==> src/core/fault_per_channel_fault_regs_pkg.sv <==
// package: shared constants and carriers for the switch fault diagnostic block
`default_nettype none
package fault_per_channel_fault_regs_pkg;
    localparam int unsigned NUM_CH          = 4;
    // summary register bit positions
    localparam int unsigned SUM_LINK_LOSS   = 7;
    localparam int unsigned SUM_OT_SHUTDOWN = 6;
    localparam int unsigned SUM_SUPPLY_HI   = 5;
    localparam int unsigned SUM_SUPPLY_LO   = 4;
    localparam logic [7:0]  SUMMARY_RESET   = 8'h00;
    // diagnostic index inside mask / clear vectors
    localparam int unsigned PER_CHANNEL_FAULT_REGS_W          = 12;
    localparam int unsigned PER_CHANNEL_FAULT_REGS_OC_BASE    = 0;   // bits 3:0 overcurrent per channel
    localparam int unsigned PER_CHANNEL_FAULT_REGS_OT_BASE    = 4;   // bits 7:4 overheat constraint per channel
    localparam int unsigned PER_CHANNEL_FAULT_REGS_GLOBAL_OVERHEAT_SHUTDOWN      = 8;
    localparam int unsigned PER_CHANNEL_FAULT_REGS_SUP_OS     = 9;
    localparam int unsigned PER_CHANNEL_FAULT_REGS_SUP_LOW    = 10;
    localparam int unsigned PER_CHANNEL_FAULT_REGS_LINK       = 11;
    // default masks: faults (constraint/shutdown) drive the pin, warnings do not
    localparam logic [11:0] FAULT_MASK_DEFAULT = 12'hbff;
    localparam logic [11:0] AUTO_CLR_DEFAULT   = 12'hfff;
    // settling time before a changed raw condition is reported
    localparam int unsigned SETTLE_NS       = 1000;
    localparam int unsigned CLK_PERIOD_NS   = 5;
    localparam int unsigned SETTLE_CYCLES   = (SETTLE_NS + CLK_PERIOD_NS - 1) / CLK_PERIOD_NS;
    localparam int unsigned SETTLE_W        = $clog2(SETTLE_CYCLES + 1);

    // raw analog comparator levels as seen by the logic
    typedef struct packed {
        logic             link_lost;
        logic             logic_supply_low;
        logic             field_supply_over;
        logic             field_supply_low;
        logic             field_supply_under;
        logic [NUM_CH-1:0] overheat;
        logic [NUM_CH-1:0] overcurrent;
    } raw_cond_s;

    // consequences applied to the switch
    typedef struct packed {
        logic [NUM_CH-1:0] channel_on;
        logic             low_clamp;
    } out_ctrl_s;
endpackage
`default_nettype wire

==> src/core/settle_filter.sv <==
// module: two-flop synchroniser plus settle filter for one raw condition bit
`default_nettype none
module settle_filter
    import fault_per_channel_fault_regs_pkg::*;
(
    input  wire logic i_ref_clk,
    input  wire logic i_reset,
    input  wire logic i_raw,
    output logic      o_settled
);
    logic                sync_a;
    logic                sync_b;
    logic [SETTLE_W-1:0] count;

    // the first stage feeds only the second stage
    always_ff @(posedge i_ref_clk) begin
        if (i_reset) begin
            sync_a <= 1'b0;
            sync_b <= 1'b0;
        end else begin
            sync_a <= i_raw;
            sync_b <= sync_a;
        end
    end

    // a new level must hold for the full settle time; brief swings restart the count
    always_ff @(posedge i_ref_clk) begin
        if (i_reset) begin
            count     <= '0;
            o_settled <= 1'b0;
        end else if (sync_b == o_settled) begin
            count <= '0;
        end else if (count == SETTLE_W'(SETTLE_CYCLES - 1)) begin
            count     <= '0;
            o_settled <= sync_b;
        end else begin
            count <= count + SETTLE_W'(1);
        end
    end
endmodule
`default_nettype wire

==> src/core/report_latch.sv <==
// module: one diagnostic report with automatic or host-requested clearing
`default_nettype none
module report_latch (
    input  wire logic i_ref_clk,
    input  wire logic i_reset,
    input  wire logic i_cond,
    input  wire logic i_auto_clear,
    input  wire logic i_clear_req,
    output logic      o_report
);
    // a live condition always wins over any clear, so nothing is lost
    always_ff @(posedge i_ref_clk) begin
        if (i_reset) begin
            o_report <= 1'b0;
        end else if (i_cond) begin
            o_report <= 1'b1;
        end else if (i_auto_clear || i_clear_req) begin
            o_report <= 1'b0;
        end
    end
endmodule
`default_nettype wire

==> src/core/switch_fault_per_channel_fault_regs_reporting.sv <==
// module: diagnostic reporting and fault consequences for a four-channel switch
`default_nettype none
// Overview of operation
// - supply change reported only after settling
// - unpowered field supply sets link-loss bit 7
// - field supply bits sit at summary [5:4]
// - bit 5 flags overvoltage or undervoltage shutdown
// - bit 4 warns on low or undervoltage
// - two-bit field distinguishes four supply states
// - logic supply undervoltage: outputs off, fault on
// - fault pin mask has default, host reconfigurable
// - warnings alone do not assert the fault pin under the default mask
// - one channel overheated: flag, off, low clamp
// - all overheated: global shutdown, all off
// - overheat change reported only after settling
// - overcurrent reported only while channel commanded on
// - overcurrent: flag, channel off, others run
// - channel one maps to bit zero
// - clamp change applies to all channels together
// - fault pin on when any masked report true
// - non-auto reports hold until host clear
module switch_fault_per_channel_fault_regs_reporting
    import fault_per_channel_fault_regs_pkg::*;
(
    input  wire logic              i_ref_clk,
    input  wire logic              i_reset,
    input  wire raw_cond_s         i_raw,
    input  wire logic [NUM_CH-1:0] i_switch_on_command_bits,
    input  wire logic              i_fault_mask_load,
    input  wire logic [PER_CHANNEL_FAULT_REGS_W-1:0] i_fault_pin_mask,
    input  wire logic              i_auto_clear_load,
    input  wire logic [PER_CHANNEL_FAULT_REGS_W-1:0] i_auto_clear_mask,
    input  wire logic [PER_CHANNEL_FAULT_REGS_W-1:0] i_report_clear_request,
    output logic [7:0]             o_global_fault_summary,
    output logic [NUM_CH-1:0]      o_channel_overheat_constraint,
    output logic [NUM_CH-1:0]      o_channel_overcurrent_shutdown,
    output out_ctrl_s              o_out_ctrl,
    output logic                   o_fault_indicator_pin_out,
    output logic                   o_fault_indicator_pin_oe
);
    localparam int unsigned RAW_W = $bits(raw_cond_s);

    raw_cond_s         settled;
    logic [NUM_CH-1:0] cmd_sync_a;
    logic [NUM_CH-1:0] cmd_sync;
    logic [PER_CHANNEL_FAULT_REGS_W-1:0] fault_mask;
    logic [PER_CHANNEL_FAULT_REGS_W-1:0] auto_clear;
    logic [PER_CHANNEL_FAULT_REGS_W-1:0] cond;
    logic [PER_CHANNEL_FAULT_REGS_W-1:0] report;
    logic              supply_hi;
    logic              supply_lo;
    logic              ot_all;
    logic              fault_any;

    // every raw condition is synchronised and settled before use
    for (genvar b = 0; b < RAW_W; b++) begin : g_filter
        settle_filter u_filter (
            .i_ref_clk (i_ref_clk),
            .i_reset   (i_reset),
            .i_raw     (i_raw[b]),
            .o_settled (settled[b])
        );
    end

    // channel commands arrive from pins, so they pass two flops
    always_ff @(posedge i_ref_clk) begin
        if (i_reset) begin
            cmd_sync_a <= '0;
            cmd_sync   <= '0;
        end else begin
            cmd_sync_a <= i_switch_on_command_bits;
            cmd_sync   <= cmd_sync_a;
        end
    end

    // fault pin mask: default set until the host loads another
    always_ff @(posedge i_ref_clk) begin
        if (i_reset) begin
            fault_mask <= FAULT_MASK_DEFAULT;
        end else if (i_fault_mask_load) begin
            fault_mask <= i_fault_pin_mask;
        end
    end

    // automatic clear mask, all automatic after reset
    always_ff @(posedge i_ref_clk) begin
        if (i_reset) begin
            auto_clear <= AUTO_CLR_DEFAULT;
        end else if (i_auto_clear_load) begin
            auto_clear <= i_auto_clear_mask;
        end
    end

    // supply state: over -> 10, low -> 01, under -> 11
    assign supply_hi = settled.field_supply_over | settled.field_supply_under;
    assign supply_lo = settled.field_supply_low | settled.field_supply_under;
    assign ot_all    = &settled.overheat;

    // live conditions; bit n of each channel group is channel n+1
    always_comb begin
        cond = '0;
        // a channel commanded low never reports overcurrent
        cond[PER_CHANNEL_FAULT_REGS_OC_BASE +: NUM_CH] = settled.overcurrent & cmd_sync;
        cond[PER_CHANNEL_FAULT_REGS_OT_BASE +: NUM_CH] = settled.overheat;
        cond[PER_CHANNEL_FAULT_REGS_GLOBAL_OVERHEAT_SHUTDOWN]             = ot_all;
        cond[PER_CHANNEL_FAULT_REGS_SUP_OS]            = supply_hi;
        cond[PER_CHANNEL_FAULT_REGS_SUP_LOW]           = supply_lo;
        // an unpowered field side also looks like a lost link
        cond[PER_CHANNEL_FAULT_REGS_LINK]              = settled.link_lost | settled.field_supply_under;
    end

    // one latch per diagnostic; held reports wait for the host clear
    for (genvar d = 0; d < PER_CHANNEL_FAULT_REGS_W; d++) begin : g_report
        report_latch u_latch (
            .i_ref_clk    (i_ref_clk),
            .i_reset      (i_reset),
            .i_cond       (cond[d]),
            .i_auto_clear (auto_clear[d]),
            .i_clear_req  (i_report_clear_request[d]),
            .o_report     (report[d])
        );
    end

    // summary and per-channel flags come straight from report flops
    always_comb begin
        o_global_fault_summary                  = SUMMARY_RESET;
        o_global_fault_summary[SUM_LINK_LOSS]   = report[PER_CHANNEL_FAULT_REGS_LINK];
        o_global_fault_summary[SUM_OT_SHUTDOWN] = report[PER_CHANNEL_FAULT_REGS_GLOBAL_OVERHEAT_SHUTDOWN];
        o_global_fault_summary[SUM_SUPPLY_HI]   = report[PER_CHANNEL_FAULT_REGS_SUP_OS];
        o_global_fault_summary[SUM_SUPPLY_LO]   = report[PER_CHANNEL_FAULT_REGS_SUP_LOW];
    end
    assign o_channel_overheat_constraint  = report[PER_CHANNEL_FAULT_REGS_OT_BASE +: NUM_CH];
    assign o_channel_overcurrent_shutdown = report[PER_CHANNEL_FAULT_REGS_OC_BASE +: NUM_CH];

    // fault pin: masked reports, warning bit excluded by default mask
    // logic supply undervoltage drives the pin regardless of mask
    assign fault_any = (|(report & fault_mask)) | settled.logic_supply_low;

    // consequences use live conditions so outputs recover when the cause
    // goes, except the link loss which also waits for its report to clear
    always_ff @(posedge i_ref_clk) begin
        if (i_reset) begin
            o_out_ctrl                <= '0;
            o_fault_indicator_pin_oe  <= 1'b0;
        end else begin
            for (int c = 0; c < NUM_CH; c++) begin
                o_out_ctrl.channel_on[c] <= cmd_sync[c]
                    & ~cond[PER_CHANNEL_FAULT_REGS_OC_BASE + c]
                    & ~settled.overheat[c]
                    & ~ot_all
                    & ~settled.field_supply_under
                    & ~settled.logic_supply_low
                    & ~cond[PER_CHANNEL_FAULT_REGS_LINK] & ~report[PER_CHANNEL_FAULT_REGS_LINK];
            end
            // one clamp select shared by every channel
            o_out_ctrl.low_clamp <= (|settled.overheat) | settled.field_supply_over;
            o_fault_indicator_pin_oe <= fault_any;
        end
    end

    // open drain: only ever pulls low
    assign o_fault_indicator_pin_out = 1'b0;
endmodule
`default_nettype wire

==> config.mk <==
export PLATFORM = sky130hd
export DESIGN_NAME = switch_fault_per_channel_fault_regs_reporting
export DESIGN_NICKNAME = d
export VERILOG_FILES = /design/src/core/fault_per_channel_fault_regs_pkg.sv /design/src/core/settle_filter.sv /design/src/core/report_latch.sv /design/src/core/switch_fault_per_channel_fault_regs_reporting.sv
export SDC_FILE = /design/constraint.sdc
export NUM_CORES = 1
export LEC_CHECK = 0
export BUFFER_PORTS_ARGS = -buffer_cell sky130_fd_sc_hd__buf_2
export CORE_MARGIN = 10
export CORE_UTILIZATION = 42
export CTS_BUF_LIST = sky130_fd_sc_hd__clkbuf_4 sky130_fd_sc_hd__clkbuf_8
export CTS_CLUSTER_DIAMETER = 80
export DETAILED_ROUTE_END_ITERATION = 7
export GPL_ROUTABILITY_DRIVEN = 0
export PLACE_DENSITY = 0.63
export SETUP_SLACK_MARGIN = 0.15
export SLEW_MARGIN = 10
export SYNTH_ARGS = -nofsm -noshare
export SYNTH_HDL_FRONTEND = slang
export SYNTH_SLANG_ARGS = --single-unit
==> constraint.sdc <==
create_clock -name i_ref_clk -period 1.4 [get_ports i_ref_clk]
set_clock_uncertainty 0.15 [all_clocks]
set_input_delay 0.35 -clock i_ref_clk [delete_from_list [all_inputs] [get_ports i_ref_clk]]
set_output_delay 0.35 -clock i_ref_clk [all_outputs]
set_load 0.005 [all_outputs]
==> results of run 1 <==
worst min path at each step:
stage,start,to,slack [ps],cells after the start
CTS,i_raw[1],g_filter[1].u_filter.sync_a$_SDFF_PP0_,1,2
floorplan,cmd_sync_a[0]$_SDFF_PP0_,cmd_sync[0]$_SDFF_PP0_,260,1
global route,i_report_clear_request[7],g_report[7].u_latch.o_report$_SDFFE_PP0P_,30,4
detailed placement,g_filter[5].u_filter.sync_a$_SDFF_PP0_,g_filter[5].u_filter.sync_b$_SDFF_PP0_,270,1
finish,i_report_clear_request[7],g_report[7].u_latch.o_report$_SDFFE_PP0P_,30,4
global placement,cmd_sync_a[2]$_SDFF_PP0_,cmd_sync[2]$_SDFF_PP0_,270,1
final cells by class:
cell class / instances / area (um2) / share of cell area (%)
inverter: 9 / 36.3 / 0.314
tap: 229 / 287 / 2.48
timing repair buffer: 257 / 2170 / 18.8
sequential: 193 / 4020 / 34.7
clock buffer: 24 / 312 / 2.69
multi-input combinational: 556 / 4590 / 39.7
clock inverter: 8 / 149 / 1.29
power breakdown:
group          switching (W)  total (W)  internal, W
clock network        0.00193    0.00413      0.00220
registers          0.0000610    0.00561      0.00555
logic               0.000238   0.000542     0.000303
total                0.00223     0.0103      0.00805
repair_timing:
| action | in CTS | in global routing |
|---|---|---|
| hold buffers | 44 | 1 |
| gates resized for setup | 156 | 93 |
| buffers inserted | 27 | 10 |
| hold endpoints to repair | 44 | 1 |
| setup endpoints to repair | 120 | 128 |
| pin swaps | 53 | 20 |
synthesized netlist by cell type (all sizes together), types with 2 or more instances:
master   instances  area share (%)
nand3b           2            0.20
o21ai           41             2.7
or3             41             3.4
o211ai           2            0.26
nor4             4            0.57
nand2           60             2.9
nor3            26             1.8
nand4bb          4            0.59
nor3b           27             2.7
mux2i           24             3.1
a21bo            6            0.79
a21oi           29             1.9
o41ai            4            0.46
a211oi          31             3.0
and2             5            0.41
inv              9            0.44
nand4           17             1.4
dfxtp          193              51
and4b            6            0.79
clkbuf          10            0.49
xor2            38             4.4
a22oi            2            0.20
xnor2           14             1.6
nor2            55             2.7
nor2b           34             2.8
buf             30             2.5
or3b             2            0.26
nand3           47             3.1
nor4b            4            0.46
ha              13             2.1
metrics by stage:
step           setup WS [ps]  cells  setup TNS [ps]
3_5_place_dp           -31.5   1162            -182
3_3_place_gp            13.9   1162               0
4_1_cts                 -141   1265           -1270
2_1_floorplan           30.0    798               0
6_report                -110   1276            -952
5_1_grt                 -155   1276           -3690
routing by layer:
layer | up-vias | wire, um
li1 | 3294 | -
met4 | 0 | 350
met3 | 27 | 842
met2 | 101 | 9580
met1 | 3098 | 8850
met5 | - | 0
registers in the layout (all words and copies together) (netlist names):
register / cells
g_filter.u_filter.count: 104
g_filter.u_filter.sync_a: 13
fault_mask: 12
g_filter.u_filter.sync_b: 13
cmd_sync_a: 4
cmd_sync: 4
auto_clear: 12
o_out_ctrl: 5
g_report.u_latch.o_report: 12
o_fault_indicator_pin_oe: 1
g_filter.u_filter.o_settled: 13
cells by family (layout without fill, tap and decap cells):
| family | count (synthesis) | count (layout) | share of synthesized area, % |
|---|---|---|---|
| muxes | 24 | 24 | 3.14 |
| adders and majority gates | 13 | 13 | 2.13 |
| AOI/OAI and AO/OA | 121 | 121 | 9.98 |
| other | 1 | 5 | 0.0490 |
| buffers and inverters | 49 | 298 | 3.44 |
| DFF | 193 | 193 | 50.5 |
| xor gates and xnor gates | 52 | 52 | 5.96 |
| and+or+nand+nor | 341 | 341 | 24.8 |
critical path: cells and delay by family, from the launching register on:
family,cells,cell delay (ps)
buffers and inverters,2,210
flip-flops,1,340
==> flow_summary.json, run 1 <==
{
  "outcome": "complete, but fails checks",
  "violations": "setup timing",
  "clkTransAtPathRegs_ps": 80,
  "critPathCapture": "o_channel_overcurrent_shutdown[0]",
  "met3_usage_pct": 4.08,
  "startpoint": "g_report[0].u_latch.o_report$_SDFFE_PP0P_",
  "cap_viol_max_count": 0,
  "dr.pass1.iters": 4,
  "mostFrequentLayoutCell": "dfxtp_1",
  "cp.arrival_ps": 1010,
  "coreArea_um2": 18000,
  "period_needed_ps": 1510,
  "synth_edf_count": 0,
  "fmax_ghz": 0.662,
  "clkSinkCount": 193,
  "total_leakage_power_nw": 4.20,
  "r2r-end": "g_filter[1].u_filter.o_settled$_SDFFE_PP0P_",
  "hold_path.class": "input pin to flip-flop",
  "cp.required_ps": 900,
  "drt_iter0_drc": 272,
  "syn_inst": 794,
  "cts_buffers": 17,
  "dp_hpwl_um": 12800,
  "die_area_um2": 24000,
  "synth_ff_type": "dfxtp_1",
  "crit_fanout": 2,
  "routed_wl_um": 19600,
  "async_flop_share_pct": 0,
  "syn_area_um2": 7650,
  "hold-worst-slack_ps": 31.4,
  "drc": 0,
  "cp_cell_sequence": "buf_6, buf_6",
  "via_count": 6520,
  "post_dp_cell_area_um2": 9380,
  "setup_viol": 32,
  "row_count": 49,
  "port-buffer-count": 74,
  "grt_max_degree": 40,
  "met1_usage_pct": 20.0,
  "grt_pass1_vias": 6459,
  "fin_util_pct": 64.4,
  "setup_slack_ps": -110,
  "reg2reg_depth": 4,
  "routed_via_density": 5.11,
  "crit_top_cell": "buf_6",
  "cts.path.max_buffers": 2,
  "power.total_w": 0.0103,
  "area_growth_pct": 51.2,
  "clock_latency_ps": 470,
  "grt_remaining_overflow": 0,
  "antenna_left": 0,
  "die_h_um": 155,
  "grt_pass1_wl_um": 31600,
  "ys_seq_area_share_pct": 50.5,
  "antenna_found_initial": 0,
  "fin_crit_sh_pct": 108,
  "final_nets": 1104,
  "cpMaxStageDelayCell": "dfxtp_2",
  "tritoncts": "yes",
  "r2r_slack_ps": -40,
  "irDropWorstVdd_mv": 0.998,
  "n_antenna_cell": 0,
  "grtUsageTotal_pct": 15.9,
  "die_x_um": 155,
  "wl_per_cell_um": 15.4,
  "busiest_layer": "met2",
  "critPathLaunchType": "flip-flop",
  "reg2reg_from": "g_filter[1].u_filter.count[0]$_SDFF_PP0_",
  "final_cell_mix": "dfxtp_1, buf_4, dfxtp_2",
  "slowest_delay_ps": 340,
  "clockRootBuffer": "clkbuf_8",
  "initial_utilization_pct": 42.6,
  "slew_viol_final": 0,
  "layout-drive-gt1-share_pct": 47.6,
  "cp-end-kind": "output port",
  "rsz0062_at_grt": "yes",
  "htree_levels": 4,
  "design_area_um2": 11600,
  "crit_type": "flip-flop to output port",
  "ios": 80,
  "gr-usage-met2_pct": 26.0,
  "hold_viol_final": 0,
  "num-fill-cells": 1400,
  "synth_seq_cells": 193,
  "p_per_area_nw_per_um2": 889,
  "syn_avg_cell_area_um2": 9.63,
  "yosysUniqueCellTypes": 53,
  "synth_warnings": 0
}
Power figures use the tool's default switching activity.
==> inputs of run 2 (changes only) <==
--- a/config.mk
+++ b/config.mk
@@ -5,14 +5,15 @@
 export SDC_FILE = /design/constraint.sdc
 export NUM_CORES = 1
 export LEC_CHECK = 0
-export BUFFER_PORTS_ARGS = -buffer_cell sky130_fd_sc_hd__buf_2
+export ABC_AREA = 1
 export CORE_MARGIN = 10
 export CORE_UTILIZATION = 42
 export CTS_BUF_LIST = sky130_fd_sc_hd__clkbuf_4 sky130_fd_sc_hd__clkbuf_8
 export CTS_CLUSTER_DIAMETER = 80
 export DETAILED_ROUTE_END_ITERATION = 7
+export DONT_BUFFER_PORTS = 1
 export GPL_ROUTABILITY_DRIVEN = 0
-export PLACE_DENSITY = 0.63
+export PLACE_DENSITY = 0.6
 export SETUP_SLACK_MARGIN = 0.15
 export SLEW_MARGIN = 10
 export SYNTH_ARGS = -nofsm -noshare
==> run 2 against run 1 <==
Compared with the run above:
- synthesized cell count is 42% higher
- first-iteration DRC count rose by 25%
- fmax increased by 6.0%
- combinational power shrank 5.9%
- non-clock buffer count shrank 132
- global-route usage decreased by 0.99 points
- sequential share of layout area up 2.3 points
- synthesized area grew 6.8%
- largest cell class unchanged
- cell area decreased by 7.2%
- the flow still finishes with violations (setup timing)
- register-to-register slack improved by 170 ps
- die area up 5.9%
==> flow_summary.json, run 2 <==
{
  "startpoint": "g_report[2].u_latch.o_report$_SDFFE_PP0P_",
  "die_area_um2": 25400,
  "critPathLaunchType": "flip-flop",
  "drc": 0,
  "dr.pass1.iters": 5,
  "fin_crit_sh_pct": 102,
  "fmax_ghz": 0.702,
  "layout.cells.non_filler": 1519,
  "synth_warnings": 0,
  "outcome": "complete, but fails checks",
  "grtUsageTotal_pct": 14.9,
  "mostFrequentLayoutCell": "nand2_1",
  "grt_pass1_vias": 6398,
  "wl_per_cell_um": 13.3,
  "synth_seq_cells": 193,
  "cts_buffers": 17,
  "hold_path.class": "input pin to flip-flop",
  "hold-worst-slack_ps": 16.4,
  "die_h_um": 159,
  "async_flop_share_pct": 0,
  "clockRootBuffer": "clkbuf_8",
  "top_register": "g_filter.u_filter.count",
  "antenna_found_initial": 1,
  "clkTransAtPathRegs_ps": 100,
  "synth.most_common_cell": "nand2_1",
  "cts.path.max_buffers": 2,
  "largest_register_ffs": 104,
  "cp-end-kind": "output port",
  "grt_remaining_overflow": 0,
  "syn_area_um2": 8160,
  "yosysUniqueCellTypes": 29,
  "synth_ff_type": "dfxtp_1",
  "irDropWorstVdd_mv": 0.634,
  "power.total_w": 0.00981,
  "htree_levels": 4,
  "reg2reg_from": "g_filter[8].u_filter.count[0]$_SDFF_PP0_",
  "crit_type": "flip-flop to output port",
  "grt_max_degree": 36,
  "synth_edf_count": 0,
  "clock_latency_ps": 470,
  "final_nets": 1316,
  "hold_viol_final": 0,
  "ys_seq_area_share_pct": 47.3,
  "placed_cells": 1380,
  "path_delay_family": "flip-flops",
  "port-buffer-count": 0,
  "grt_pass1_wl_um": 31100,
  "routed_via_density": 4.64,
  "synth_top_area_share_pct": 47.3,
  "critical_path_buf_inv_count": 1,
  "cp.arrival_ps": 920,
  "p_per_area_nw_per_um2": 913,
  "clkSinkCount": 193,
  "tightest_slew_ps": 773,
  "relSlewSlack_pct": 48.5,
  "multi_input_area_um2": 4210,
  "cpMaxStageDelayCell": "dfxtp_2",
  "synth_area_leaders": "dfxtp_1, nand2_1, nor2_1",
  "setup_viol": 5,
  "die_x_um": 159,
  "dp_hpwl_um": 13000,
  "drt_iter0_drc": 340,
  "setup_slack_ps": -23.7,
  "routed_wl_um": 20200,
  "total_leakage_power_nw": 4.67,
  "violations": "setup timing",
  "final_cell_mix": "nand2_1, nor2_1, inv_1",
  "antenna_left": 0,
  "syn_avg_cell_area_um2": 7.23,
  "initial_utilization_pct": 43.2,
  "area_growth_pct": 31.5,
  "synth_common_cells": "nand2_1, nor2_1, dfxtp_1",
  "slowest_delay_ps": 340,
  "slew_viol_final": 0,
  "cp_cell_sequence": "buf_6",
  "num-fill-cells": 1724,
  "tritoncts": "yes",
  "crit_fanout": 2,
  "synth_top_area_cell": "dfxtp_1",
  "r2r_slack_ps": 130,
  "hold_start": "i_reset",
  "cp.required_ps": 900,
  "ios": 80,
  "via_count": 7041,
  "regArea_um2": 3970,
  "row_count": 50,
  "rsz0062_at_grt": "yes",
  "coreArea_um2": 18900,
  "layout-drive-gt1-share_pct": 26.2,
  "syn_inst": 1129,
  "cap_viol_max_count": 0,
  "period_needed_ps": 1420
}
-- run 2: kinds of logic after synthesis --
kind of cell | synth area share (%)
and+or+nand+nor | 33.2
buffers and inverters | 10.1
DFF | 47.3
AOI/OAI and AO/OA | 4.90
xor gates and xnor gates | 2.47
adders and majority gates | 1.99
other | 0.0459
-- run 2: repair_timing --
| action | in CTS | in global routing |
|---|---|---|
| cloned | 0 | 0 |
| resized for setup | 112 | 187 |
| setup buffers | 24 | 13 |
| endpoints found under the setup margin | 102 | 140 |
| pin swaps | 31 | 81 |
| hold buffers | 69 | 2 |
| hold endpoints to repair | 71 | 1 |
-- run 2: stage by stage --
| step | utilization [%] | TNS (ps) | setup WS, ps | cell area, um2 |
|---|---|---|---|---|
| after floorplan | - | 0 | 132 | 8220 |
| final | 56.8 | -90.1 | -23.7 | 10700 |
| after global placement | 45.0 | 0 | 53.6 | 8500 |
| after CTS | 53.4 | -310 | -62.7 | 10100 |
| after detailed placement | 45.0 | 0 | 27.0 | 8500 |
| after global routing | 56.8 | -436 | -83.0 | 10700 |
-- run 2: cell type report --
| cell class | instances | share of cell area, % |
|---|---|---|
| Inverter | 164 | 5.97 |
| Timing Repair Buffer | 125 | 11.2 |
| Clock inverter | 10 | 1.01 |
| Sequential cell | 193 | 37.0 |
| Tap cell | 260 | 3.03 |
| Antenna cell | 1 | 0.0233 |
| Clock buffer | 21 | 2.63 |
| Multi-Input combinational cell | 745 | 39.2 |
-- run 2: final timing paths --
kind | end | depth (start not counted)
setup reg to reg | g_filter[8].u_filter.o_settled$_SDFFE_PP0P_ | 8
hold reg to reg | g_filter[8].u_filter.sync_b$_SDFF_PP0_ | 2
hold / removal | g_report[8].u_latch.o_report$_SDFFE_PP0P_ | 2
setup / recovery | o_channel_overcurrent_shutdown[2] | 1
-- run 2: power by group --
group | internal (W) | switching, W | leakage [nW]
clock | 0.00173 | 0.00193 | 0.201
sequential | 0.00558 | 0.0000595 | 1.61
combinational | 0.000252 | 0.000258 | 2.86
total | 0.00756 | 0.00225 | 4.67
-- run 2: layer usage --
metal  track usage, %  share of wire [%]  vias to the layer above
met4             4.51                1.6                        0
li1                 -                  -                     3693
met5                0                  0                        -
met2             24.1                 48                      134
met3             4.88                5.6                       19
met1             18.5                 45                     3195
